File: config.mk
export PLATFORM = sky130hd
export DESIGN_NAME = host_dma_extent_sequencer
export DESIGN_NICKNAME = d
export VERILOG_FILES = /design/src/host_dma_extent_sequencer.v
export VERILOG_INCLUDE_DIRS = /design/src
export SDC_FILE = /design/constraint.sdc
export NUM_CORES = 1
export LEC_CHECK = 0
export BUFFER_PORTS_ARGS = -buffer_cell sky130_fd_sc_hd__buf_2
export CAP_MARGIN = 20
export CORE_ASPECT_RATIO = 1.25
export CORE_MARGIN = 10
export CORE_UTILIZATION = 30
export DETAILED_ROUTE_END_ITERATION = 7
export GPL_ROUTABILITY_DRIVEN = 0
export SLEW_MARGIN = 25
export SYNTH_ARGS = -nofsm -noshare
export SYNTH_HDL_FRONTEND = slang
export SYNTH_SLANG_ARGS = --single-unit
export TNS_END_PERCENT = 5
File: constraint.sdc
create_clock -name clk_sys -period 3.13 [get_ports clk_sys]
set_input_delay 0.1565 -clock clk_sys [delete_from_list [all_inputs] [get_ports clk_sys]]
set_output_delay 0.1565 -clock clk_sys [all_outputs]
set_load 0.01 [all_outputs]
File: src/host_dma_extent_sequencer_map.vh
// register map, field positions and configuration constants for the host dma extent sequencer
// How it works
// RULE1 - chan field selects extents zero up to three
// RULE2 - autoform clear means transfer unconditionally
// RULE3 - form mismatch reloads pointers instead of transferring
// RULE4 - last form is lsb of header byte 12
// RULE5 - reload at count zero when flag set
// RULE6 - reload clears one flag; 00 makes extent three
// RULE7 - hostblock write starts one programmed part
// RULE8 - software writes 3 or 4 to config
// RULE9 - chip select low for FFC0H to FFDFH
// RULE10 - only multiplexed address data bus supported
// RULE11 - normal and burst dma, eight bits each
// RULE12 - clearing dma enable halts generic transfers
// RULE13 - normal dma: mode bit clear, enable set
// RULE14 - normal: byte per request, ack toggles per byte
// RULE15 - burst: ack held, strobe toggles per byte
// RULE16 - burst dma: mode and enable bits set
// RULE17 - software accesses wide registers high byte first
// RULE18 - high read snapshots low byte into holding
// RULE19 - high write held, low write updates both
// RULE20 - one holding register overwritten by range accesses
// RULE21 - interrupt code saves and restores holding register
// RULE22 - holding register readable writable at FF6FH
`ifndef HOST_DMA_EXTENT_SEQUENCER_MAP_VH
`define HOST_DMA_EXTENT_SEQUENCER_MAP_VH
`define A_CURSEG_H    16'hFF44
`define A_CURSEG_L    16'hFF45
`define A_CURSEGCNT   16'hFF66
`define A_OFS0_H      16'hFF58
`define A_OFS0_L      16'hFF59
`define A_OFS1_H      16'hFF5C
`define A_OFS1_L      16'hFF5D
`define A_OFS2_H      16'hFF50
`define A_OFS2_L      16'hFF51
`define A_NEXTSEG_H   16'hFF54
`define A_NEXTSEG_L   16'hFF55
`define A_NEXTSEGCNT  16'hFF57
`define A_RELFLAGS    16'hFF56
`define A_BOFS_H      16'hFF42
`define A_BOFS_L      16'hFF43
`define A_BCNT_H      16'hFF64
`define A_BCNT_L      16'hFF65
`define A_RELSEG_H    16'hFF68
`define A_RELSEG_L    16'hFF69
`define A_RELOADCNT   16'hFF6A
`define A_HOLD        16'hFF6F
`define A_HOSTBLOCK   16'hFF6C
`define A_HOST_CONFIG_ONE     16'hFF6D
`define A_TRANSFER_CONTROL_REGISTER       16'hFF6E
`define A_CONFIG      16'hFF86
`define HOLD_LO       16'hFF20
`define HOLD_HI       16'hFF6F
`define CS_LO         16'hFFC0
`define CS_HI         16'hFFDF
`define B_AUTOFORM    7
`define B_FORM        6
`define B_DMAEN       7
`define B_DMAMODE     6
`define B_DMA         5
`define B_REL1        7
`define B_REL2        6
`define FORM_OFS      12'h00C
`define CFG_8BIT      8'h03
`endif

File: src/host_dma_extent_sequencer.v
// host dma extent sequencer: extent walk, form check, pointer reload, generic dma
`timescale 1ns/1ps
`default_nettype none
`include "host_dma_extent_sequencer_map.vh"
module host_dma_extent_sequencer #(
  parameter BUF_AW = 24
) (
  input  wire              clk_sys,
  input  wire              nrst,
  input  wire              cpu_wr,       // one-cycle register write strobe
  input  wire              cpu_rd,       // one-cycle register read strobe
  input  wire [15:0]       cpu_addr,     // demultiplexed sub-cpu address
  input  wire [7:0]        cpu_wdata,
  output reg  [7:0]        cpu_rdata,    // read data, valid cycle after cpu_rd
  output reg               scsi_cs_n,    // external controller chip select
  input  wire              dmarq,        // request from external controller (pin)
  output reg               dmack,        // dma acknowledge
  output reg               dma_read_strobe,
  output reg               dma_write_strobe,
  output reg               buf_rd,       // buffer byte fetch pulse
  output reg  [BUF_AW-1:0] buf_addr,     // buffer byte address
  input  wire [7:0]        buf_rdata,    // buffer data, same clock
  output reg               part_done     // pulse when byte count reaches zero
);
  // one-hot states
  localparam S_IDLE = 4'b0001;
  localparam S_FORM = 4'b0010;
  localparam S_XFER = 4'b0100;
  localparam S_NEXT = 4'b1000;

  reg [12:0] curseg_q;     // current segment pointer
  reg [1:0]  chan_q;       // extent count select
  reg [7:0]  cursegcnt_q;  // current segment count
  reg [15:0] ofs_q [0:2];  // sub-block offsets with form bits
  reg [15:0] nextseg_q;    // next segment pointer / extent 3 offset
  reg [7:0]  nextsegcnt_q; // next segment count
  reg [7:0]  relflags_q;   // reload flags
  reg [15:0] bofs_q;       // byte offset
  reg [11:0] bcnt_q;       // byte count
  reg [15:0] relseg_q;     // reload segment pointer
  reg [7:0]  reloadcnt_q;  // reload count
  reg [7:0]  hold_q;       // shared holding byte
  reg [7:0]  hiconf_q;     // dma enable
  reg [7:0]  transfer_control_register_q;      // dma mode
  reg [7:0]  config_q;     // host interface config
  reg [3:0]  st_q;         // sequencer state
  reg [1:0]  ext_q;        // current extent
  reg        form_q;       // last form bit
  reg        rq_s1_q;      // request synchroniser
  reg        rq_s2_q;
  reg [1:0]  ph_q;         // handshake phase

  wire in_hold = (cpu_addr >= `HOLD_LO) && (cpu_addr <= `HOLD_HI);
  wire dma_on  = hiconf_q[`B_DMAEN] && transfer_control_register_q[`B_DMA];            // [RULE12]
  wire burst   = transfer_control_register_q[`B_DMAMODE];                               // [RULE11]
  // active extent offset; extent 3 is the next segment pointer
  wire [15:0] ext_ofs = (ext_q == 2'd3) ? nextseg_q : ofs_q[ext_q];
  wire ext3_ok = (relflags_q[`B_REL1:`B_REL2] == 2'b00);           // [RULE6]

  // read mux
  reg [7:0] rd_d;
  always @* begin
    case (cpu_addr)
      `A_CURSEG_H:   rd_d = {chan_q, 1'b0, curseg_q[12:8]};
      `A_CURSEGCNT:  rd_d = cursegcnt_q;
      `A_OFS0_H:     rd_d = ofs_q[0][15:8];
      `A_OFS1_H:     rd_d = ofs_q[1][15:8];
      `A_OFS2_H:     rd_d = ofs_q[2][15:8];
      `A_NEXTSEG_H:  rd_d = nextseg_q[15:8];
      `A_NEXTSEGCNT: rd_d = nextsegcnt_q;
      `A_RELFLAGS:   rd_d = relflags_q;
      `A_BOFS_H:     rd_d = bofs_q[15:8];
      `A_BCNT_H:     rd_d = {4'h0, bcnt_q[11:8]};
      `A_RELSEG_H:   rd_d = relseg_q[15:8];
      `A_RELOADCNT:  rd_d = reloadcnt_q;
      `A_HOST_CONFIG_ONE:    rd_d = hiconf_q;
      `A_TRANSFER_CONTROL_REGISTER:      rd_d = transfer_control_register_q;
      `A_CONFIG:     rd_d = config_q;
      default:       rd_d = hold_q;   // low bytes and FF6F return holding [RULE18] [RULE22]
    endcase
  end

  // low-byte snapshot for a high-byte read
  reg [7:0] lo_d;
  always @* begin
    case (cpu_addr)
      `A_CURSEG_H:  lo_d = curseg_q[7:0];
      `A_OFS0_H:    lo_d = ofs_q[0][7:0];
      `A_OFS1_H:    lo_d = ofs_q[1][7:0];
      `A_OFS2_H:    lo_d = ofs_q[2][7:0];
      `A_NEXTSEG_H: lo_d = nextseg_q[7:0];
      `A_BOFS_H:    lo_d = bofs_q[7:0];
      `A_BCNT_H:    lo_d = bcnt_q[7:0];
      `A_RELSEG_H:  lo_d = relseg_q[7:0];
      default:      lo_d = rd_d;
    endcase
  end

  // synchroniser for the external request pin
  always @(posedge clk_sys or negedge nrst) begin
    if (!nrst) begin
      rq_s1_q <= 1'b0;
      rq_s2_q <= 1'b0;
    end else begin
      rq_s1_q <= dmarq;
      rq_s2_q <= rq_s1_q;
    end
  end

  // register file, sequencer and dma handshake
  always @(posedge clk_sys or negedge nrst) begin
    if (!nrst) begin
      curseg_q <= 13'h0000; chan_q <= 2'b00; cursegcnt_q <= 8'h00;
      ofs_q[0] <= 16'h0000; ofs_q[1] <= 16'h0000; ofs_q[2] <= 16'h0000;
      nextseg_q <= 16'h0000; nextsegcnt_q <= 8'h00; relflags_q <= 8'h00;
      bofs_q <= 16'h0000; bcnt_q <= 12'h000; relseg_q <= 16'h0000;
      reloadcnt_q <= 8'h00; hold_q <= 8'h00; hiconf_q <= 8'h00;
      transfer_control_register_q <= 8'h00; config_q <= 8'h00; st_q <= S_IDLE; ext_q <= 2'd0;
      form_q <= 1'b0; ph_q <= 2'd0; cpu_rdata <= 8'h00; scsi_cs_n <= 1'b1;
      dmack <= 1'b0; dma_read_strobe <= 1'b0; dma_write_strobe <= 1'b0;
      buf_rd <= 1'b0; buf_addr <= {BUF_AW{1'b0}}; part_done <= 1'b0;
    end else begin
      buf_rd <= 1'b0;
      part_done <= 1'b0;
      // chip select for window, multiplexed bus only [RULE9] [RULE10]
      scsi_cs_n <= ~((cpu_rd || cpu_wr) && (cpu_addr >= `CS_LO) && (cpu_addr <= `CS_HI));
      if (cpu_rd) begin
        cpu_rdata <= rd_d;
        if (in_hold && cpu_addr != `A_HOLD)
          hold_q <= lo_d;                                           // [RULE18] [RULE20]
      end
      if (cpu_wr) begin
        if (in_hold)
          hold_q <= cpu_wdata;                                      // [RULE19] [RULE20]
        case (cpu_addr)
          `A_CURSEG_L:   {chan_q, curseg_q} <= {hold_q[7:6], hold_q[4:0], cpu_wdata}; // [RULE19]
          `A_CURSEGCNT:  cursegcnt_q <= cpu_wdata;
          `A_OFS0_L:     ofs_q[0] <= {hold_q, cpu_wdata};
          `A_OFS1_L:     ofs_q[1] <= {hold_q, cpu_wdata};
          `A_OFS2_L:     ofs_q[2] <= {hold_q, cpu_wdata};
          `A_NEXTSEG_L:  nextseg_q <= {hold_q, cpu_wdata};
          `A_NEXTSEGCNT: nextsegcnt_q <= cpu_wdata;
          `A_RELFLAGS:   relflags_q <= cpu_wdata;
          `A_BOFS_L:     bofs_q <= {hold_q, cpu_wdata};
          `A_BCNT_L:     bcnt_q <= {hold_q[3:0], cpu_wdata};
          `A_RELSEG_L:   relseg_q <= {hold_q, cpu_wdata};
          `A_RELOADCNT:  reloadcnt_q <= cpu_wdata;
          `A_HOST_CONFIG_ONE:    hiconf_q <= cpu_wdata;
          `A_TRANSFER_CONTROL_REGISTER:      transfer_control_register_q <= cpu_wdata;
          `A_CONFIG:     config_q <= cpu_wdata;
          default:       ;
        endcase
      end
      // sequencer
      case (st_q)
        S_IDLE: begin
          // start one programmed part [RULE7]
          if (cpu_wr && cpu_addr == `A_HOSTBLOCK && cpu_wdata[0]) begin
            ext_q <= 2'd0;
            st_q  <= S_FORM;
          end
        end
        S_FORM: begin
          // fetch header byte 12 of current segment for the form bit [RULE4]
          if (ph_q == 2'd0) begin
            buf_addr <= {curseg_q, 11'h000} + {{(BUF_AW-12){1'b0}}, `FORM_OFS};
            buf_rd <= 1'b1;
            ph_q <= 2'd1;
          end else begin
            form_q <= buf_rdata[0];
            ph_q <= 2'd0;
            // conditional check on the extent's high byte [RULE2] [RULE3]
            if (!ext_ofs[8+`B_AUTOFORM] || (buf_rdata[0] == ext_ofs[8+`B_FORM])) begin
              bofs_q <= {4'h0, ext_ofs[11:0]};
              st_q <= S_XFER;
            end else begin
              curseg_q <= relseg_q[12:0];
              chan_q <= relseg_q[15:14];
              cursegcnt_q <= nextsegcnt_q;
              st_q <= S_IDLE;
            end
          end
        end
        S_XFER: begin
          if (!dma_on) begin
            dmack <= 1'b0;                                          // [RULE12]
            dma_read_strobe <= 1'b0;
            ph_q <= 2'd0;
          end else if (bcnt_q == 12'h000) begin
            dmack <= 1'b0;
            dma_read_strobe <= 1'b0;
            part_done <= 1'b1;
            ph_q <= 2'd0;
            st_q <= S_NEXT;
          end else if (ph_q == 2'd0) begin
            if (rq_s2_q) begin
              buf_addr <= {curseg_q, 11'h000} + {{(BUF_AW-16){1'b0}}, bofs_q};
              buf_rd <= 1'b1;
              dmack <= 1'b1;                                        // [RULE14] [RULE15]
              ph_q <= 2'd1;
            end else if (!burst) begin
              dmack <= 1'b0;
            end
          end else if (ph_q == 2'd1) begin
            dma_read_strobe <= 1'b1;                                // byte valid [RULE15]
            ph_q <= 2'd2;
          end else begin
            dma_read_strobe <= 1'b0;
            if (!burst)
              dmack <= 1'b0;                                        // one ack per byte [RULE14]
            bofs_q <= bofs_q + 16'h0001;
            bcnt_q <= bcnt_q - 12'h001;
            ph_q <= 2'd0;
          end
        end
        S_NEXT: begin
          // step through extents chosen by chan [RULE1]
          if (ext_q < chan_q && (ext_q != 2'd2 || ext3_ok)) begin
            ext_q <= ext_q + 2'd1;
            bcnt_q <= 12'hFFF & {4'h0, 8'hFF};
            st_q <= S_FORM;
          end else begin
            if (reloadcnt_q != 8'h00)
              reloadcnt_q <= reloadcnt_q - 8'h01;
            // automatic pointer reload at zero count [RULE5] [RULE6]
            if (reloadcnt_q == 8'h01 && relflags_q[`B_REL1:`B_REL2] != 2'b00) begin
              cursegcnt_q <= nextsegcnt_q;
              relseg_q <= nextseg_q;
              relflags_q[`B_REL1] <= 1'b0;
            end
            st_q <= S_IDLE;
          end
        end
        default: st_q <= S_IDLE;
      endcase
      dma_write_strobe <= 1'b0;
    end
  end
endmodule // host_dma_extent_sequencer
`default_nettype wire

==> results.py <==
metrics = {
    "synthesis": {
        "synth_cell_types": 85,
        "ys_ff_latch": 234,
        "synth_top_area_share_pct": 44.6,
        "avgSynthCellArea_sq_um": 10.0,
        "synth_nets": 1350,
        "ys_async_sr_fraction_pct": 100,
        "synth_top_family_by_area": "simple AND/OR/NAND/NOR gates",
        "ys.flop_type": "dfrtp_1",
        "synth-simple-area-share_pct": 17.4,
        "synthAdderAreaFrac_pct": 1.31,
        "synth-edff-count": 0,
        "synth_xor_area_share_pct": 1.68,
        "netlist_area_sq_um": 13000,
        "synth-seq-area-share_pct": 45.0,
        "synth_compound_area_share_pct": 15.6,
        "synth_top_cell_by_area": "dfrtp_1",
        "synth_mux_area_share_pct": 15.2,
        "postSynthCellCount": 1300,
        "synth_warnings": 0,
        "synth_area_leaders": "dfrtp_1, mux2_2, mux2i_1, nand2_1, a22oi_1",
    },
    "run": {
        "maxCapViolations": 0,
    },
    "sta": {
        "max_slew_margin_pct": 48.5,
        "grt_setup_unrepaired": "no",
        "hold_viol": 0,
        "finalHoldWorstSlack_ns": 0.0131,
        "worst_pin_slew_ns": 0.769,
        "worst_clock_skew_ns": 0.0163,
        "slew_viol_final": 0,
        "period_share_pct": 90.6,
        "fin_crit_ns": 2.83,
        "tns_ns": 0,
        "fmax_mhz": 353,
        "setup_viol": 0,
    },
    "clocking": {
        "clockBufferDepth": 3,
        "cts_root_buffer": "clkbuf_16",
        "cts_tree": "done",
        "cts_buffers": 26,
        "insertion_delay_ns": 0.56,
        "post_cts_resize_count": 0,
        "cts.sinks": 234,
        "path_clk_slew_ns": 0.06,
        "htreeDepth": 1,
    },
    "global_route": {
        "grt_pass1_vias": 11000,
        "grt_max_degree": 92,
        "grt_overflow": 0,
        "grt_usage_pct": 17.5,
        "grt_pass1_wl_um": 69600,
        "grt_antenna_before_repair": 0,
    },
    "detailed_routing": {
        "ant_nets": 0,
        "vias": 11200,
        "drtIter0Drc": 1282,
        "drc": 0,
        "drt_wl_total_um": 46500,
        "wl_per_cell_um": 23.7,
        "first_pass_iters": 6,
        "viasPerCell": 5.74,
    },
    "critical_path": {
        "rr_endpoint": "reloadcnt_q[4]$_DFF_PN0_",
        "critPathLaunchType": "primary input",
        "critPathMaxFanout": 10,
        "worstSetupEndpointType": "register",
        "r2r_cells": 8,
        "required_ns": 3.57,
        "r2r-start": "reloadcnt_q[1]$_DFF_PN0_",
        "r2r_slack_ns": 0.46,
        "path_class": "in -> reg",
        "critical_path_arrival_ns": 3.27,
    },
    "power_and_ir_drop": {
        "total_power_w": 0.00637,
        "power.leakage_nw": 6.96,
        "ir_drop_mv": 0.377,
        "powerDensity_nw_per_um2": 423,
    },
    "layout": {
        "multi_input_area_sq_um": 6700,
        "area_growth_pct": 15.7,
        "seq_area_sq_um": 5860,
        "n_antenna_cell": 0,
        "finalNetCount": 1422,
        "fillers": 4398,
        "drive_gt1_share_pct": 22.2,
    },
    "floorplanning": {
        "io_pins": 75,
        "die_area_sq_um": 52200,
        "core_area_sq_um": 43000,
        "row_count": 85,
        "initial_core_util_pct": 30.3,
        "die_width_um": 206,
        "die_h_um": 253,
    },
    "worst_hold_path": {
        "whs_endpoint": "scsi_cs_n$_DFF_PN1_",
        "hp-start": "cpu_addr[6]",
        "hold_class": "in -> reg",
        "hold_depth": 3,
    },
    "placement": {
        "io_buffer_count": 66,
        "hpwlAfterDp_um": 32900,
    },
    "outcome": {
        "status": "finished, final reports clean",
    },
}
-- worst max-delay path by stage --
| stage | startpoint | endpoint | depth (start not counted) |
|---|---|---|---|
| CTS | cpu_addr[7] | bcnt_q[4]$_DFF_PN0_ | 10 |
| global route | cpu_addr[7] | bcnt_q[4]$_DFF_PN0_ | 10 |
| detailed placement | cpu_addr[5] | bcnt_q[4]$_DFF_PN0_ | 9 |
| global placement | cpu_addr[5] | cpu_rdata[7]$_DFFE_PN0P_ | 10 |
| floorplan | ext_q[0]$_DFFE_PN0P_ | reloadcnt_q[3]$_DFF_PN0_ | 10 |
| finish | cpu_addr[7] | bcnt_q[4]$_DFF_PN0_ | 10 |
-- synthesized netlist by cell type (all sizes together) (23+ instances only) --
library cell and count:
a21oi 44, a22oi 63, buf 39, clkbuf 51
dfrtp 232, inv 23, mux2 106, mux2i 79
nand2 155, nand3 48, nor2 83, nor3 26
o21ai 85
-- critical path, cell delays in order --
cell and delay [ns]:
dlygate4sd3_1 0.53, buf_2 0.17, nand4bb_1 0.60, nor3_1 0.45, buf_4 0.19, and2_1 0.25, nand2_1 0.17, a21oi_1 0.40
inv_1 0.08, o221a_2 0.27
-- sequential cells by signal, summed over array words and instances, names as in the netlist, 4 cells and up --
name / flops
config_q: 8
relseg_q: 16
nextseg_q: 16
bcnt_q: 12
buf_addr: 24
relflags_q: 8
reloadcnt_q: 8
st_q: 4
hiconf_q: 8
cpu_rdata: 8
hold_q: 8
nextsegcnt_q: 8
ofs_q: 48
cursegcnt_q: 8
curseg_q: 13
transfer_control_register_q: 8
bofs_q: 16
-- layer usage --
layer,track usage [%],vias to the layer above,wire length [um]
met3,3.09,107,3770
li1,-,4962,-
met5,0,-,0
met4,9.84,0,2680
met2,27.3,548,20900
met1,22.4,5608,19100
-- per-stage QoR --
step	utilization, %	cell area (sq um)	std cells	worst slack [ns]
CTS	35.1	15100	1957	0.337
finish	35.1	15100	1957	0.295
floorplan	-	13000	1300	0.651
detailed placement	33.0	14200	1905	0.266
global route	35.1	15100	1957	0.0927
global placement	33.0	14200	1905	0.402
-- area by class of cell --
class | count | area share [%]
flip-flops and latches | 234 | 38.9
well taps | 565 | 4.69
repair buffers | 134 | 5.79
inverters | 24 | 0.598
clock buffers | 40 | 5.00
multi-input cells | 952 | 44.5
clock inverters | 8 | 0.581
-- layout by cell type (no fill, tap or decap), types with 9 or more instances in the layout --
cell and count:
dfrtp_1 232, nand2_1 155, mux2_2 106, nor2_1 82
mux2i_1 79, o21ai_0 77, buf_2 65, a22oi_1 63
buf_4 63, nand3_1 48, a21oi_1 43, clkbuf_16 26
nor3_1 25, inv_1 23, xnor2_1 19, nand4_1 14
nor4_2 12, a222oi_1 12, ha_1 12, and3_1 11
o221ai_1 11, a31oi_1 11, nor2b_1 10, or3_1 10
nor4_1 9, clkbuf_1 9
-- power breakdown --
part,total [W],internal [W],switching [W]
logic,0.000250,0.0000651,0.000185
registers,0.00306,0.00304,0.0000216
clock network,0.00306,0.00175,0.00132
total,0.00637,0.00485,0.00152
-- kinds of logic after synthesis --
logic type	after synthesis
fa+ha+maj	13
buf+inv	114
xor+xnor	25
simple gates	433
flops	234
other cells	1
compound gates	295
mux	185
-- timing repair --
| action | 4_1_cts | 5_1_grt |
|---|---|---|
| setup buffers | 0 | 0 |
| hold buffers | 4 | 0 |
| endpoints found under the hold margin | 195 | 0 |
(Power assumes the default switching activity.)
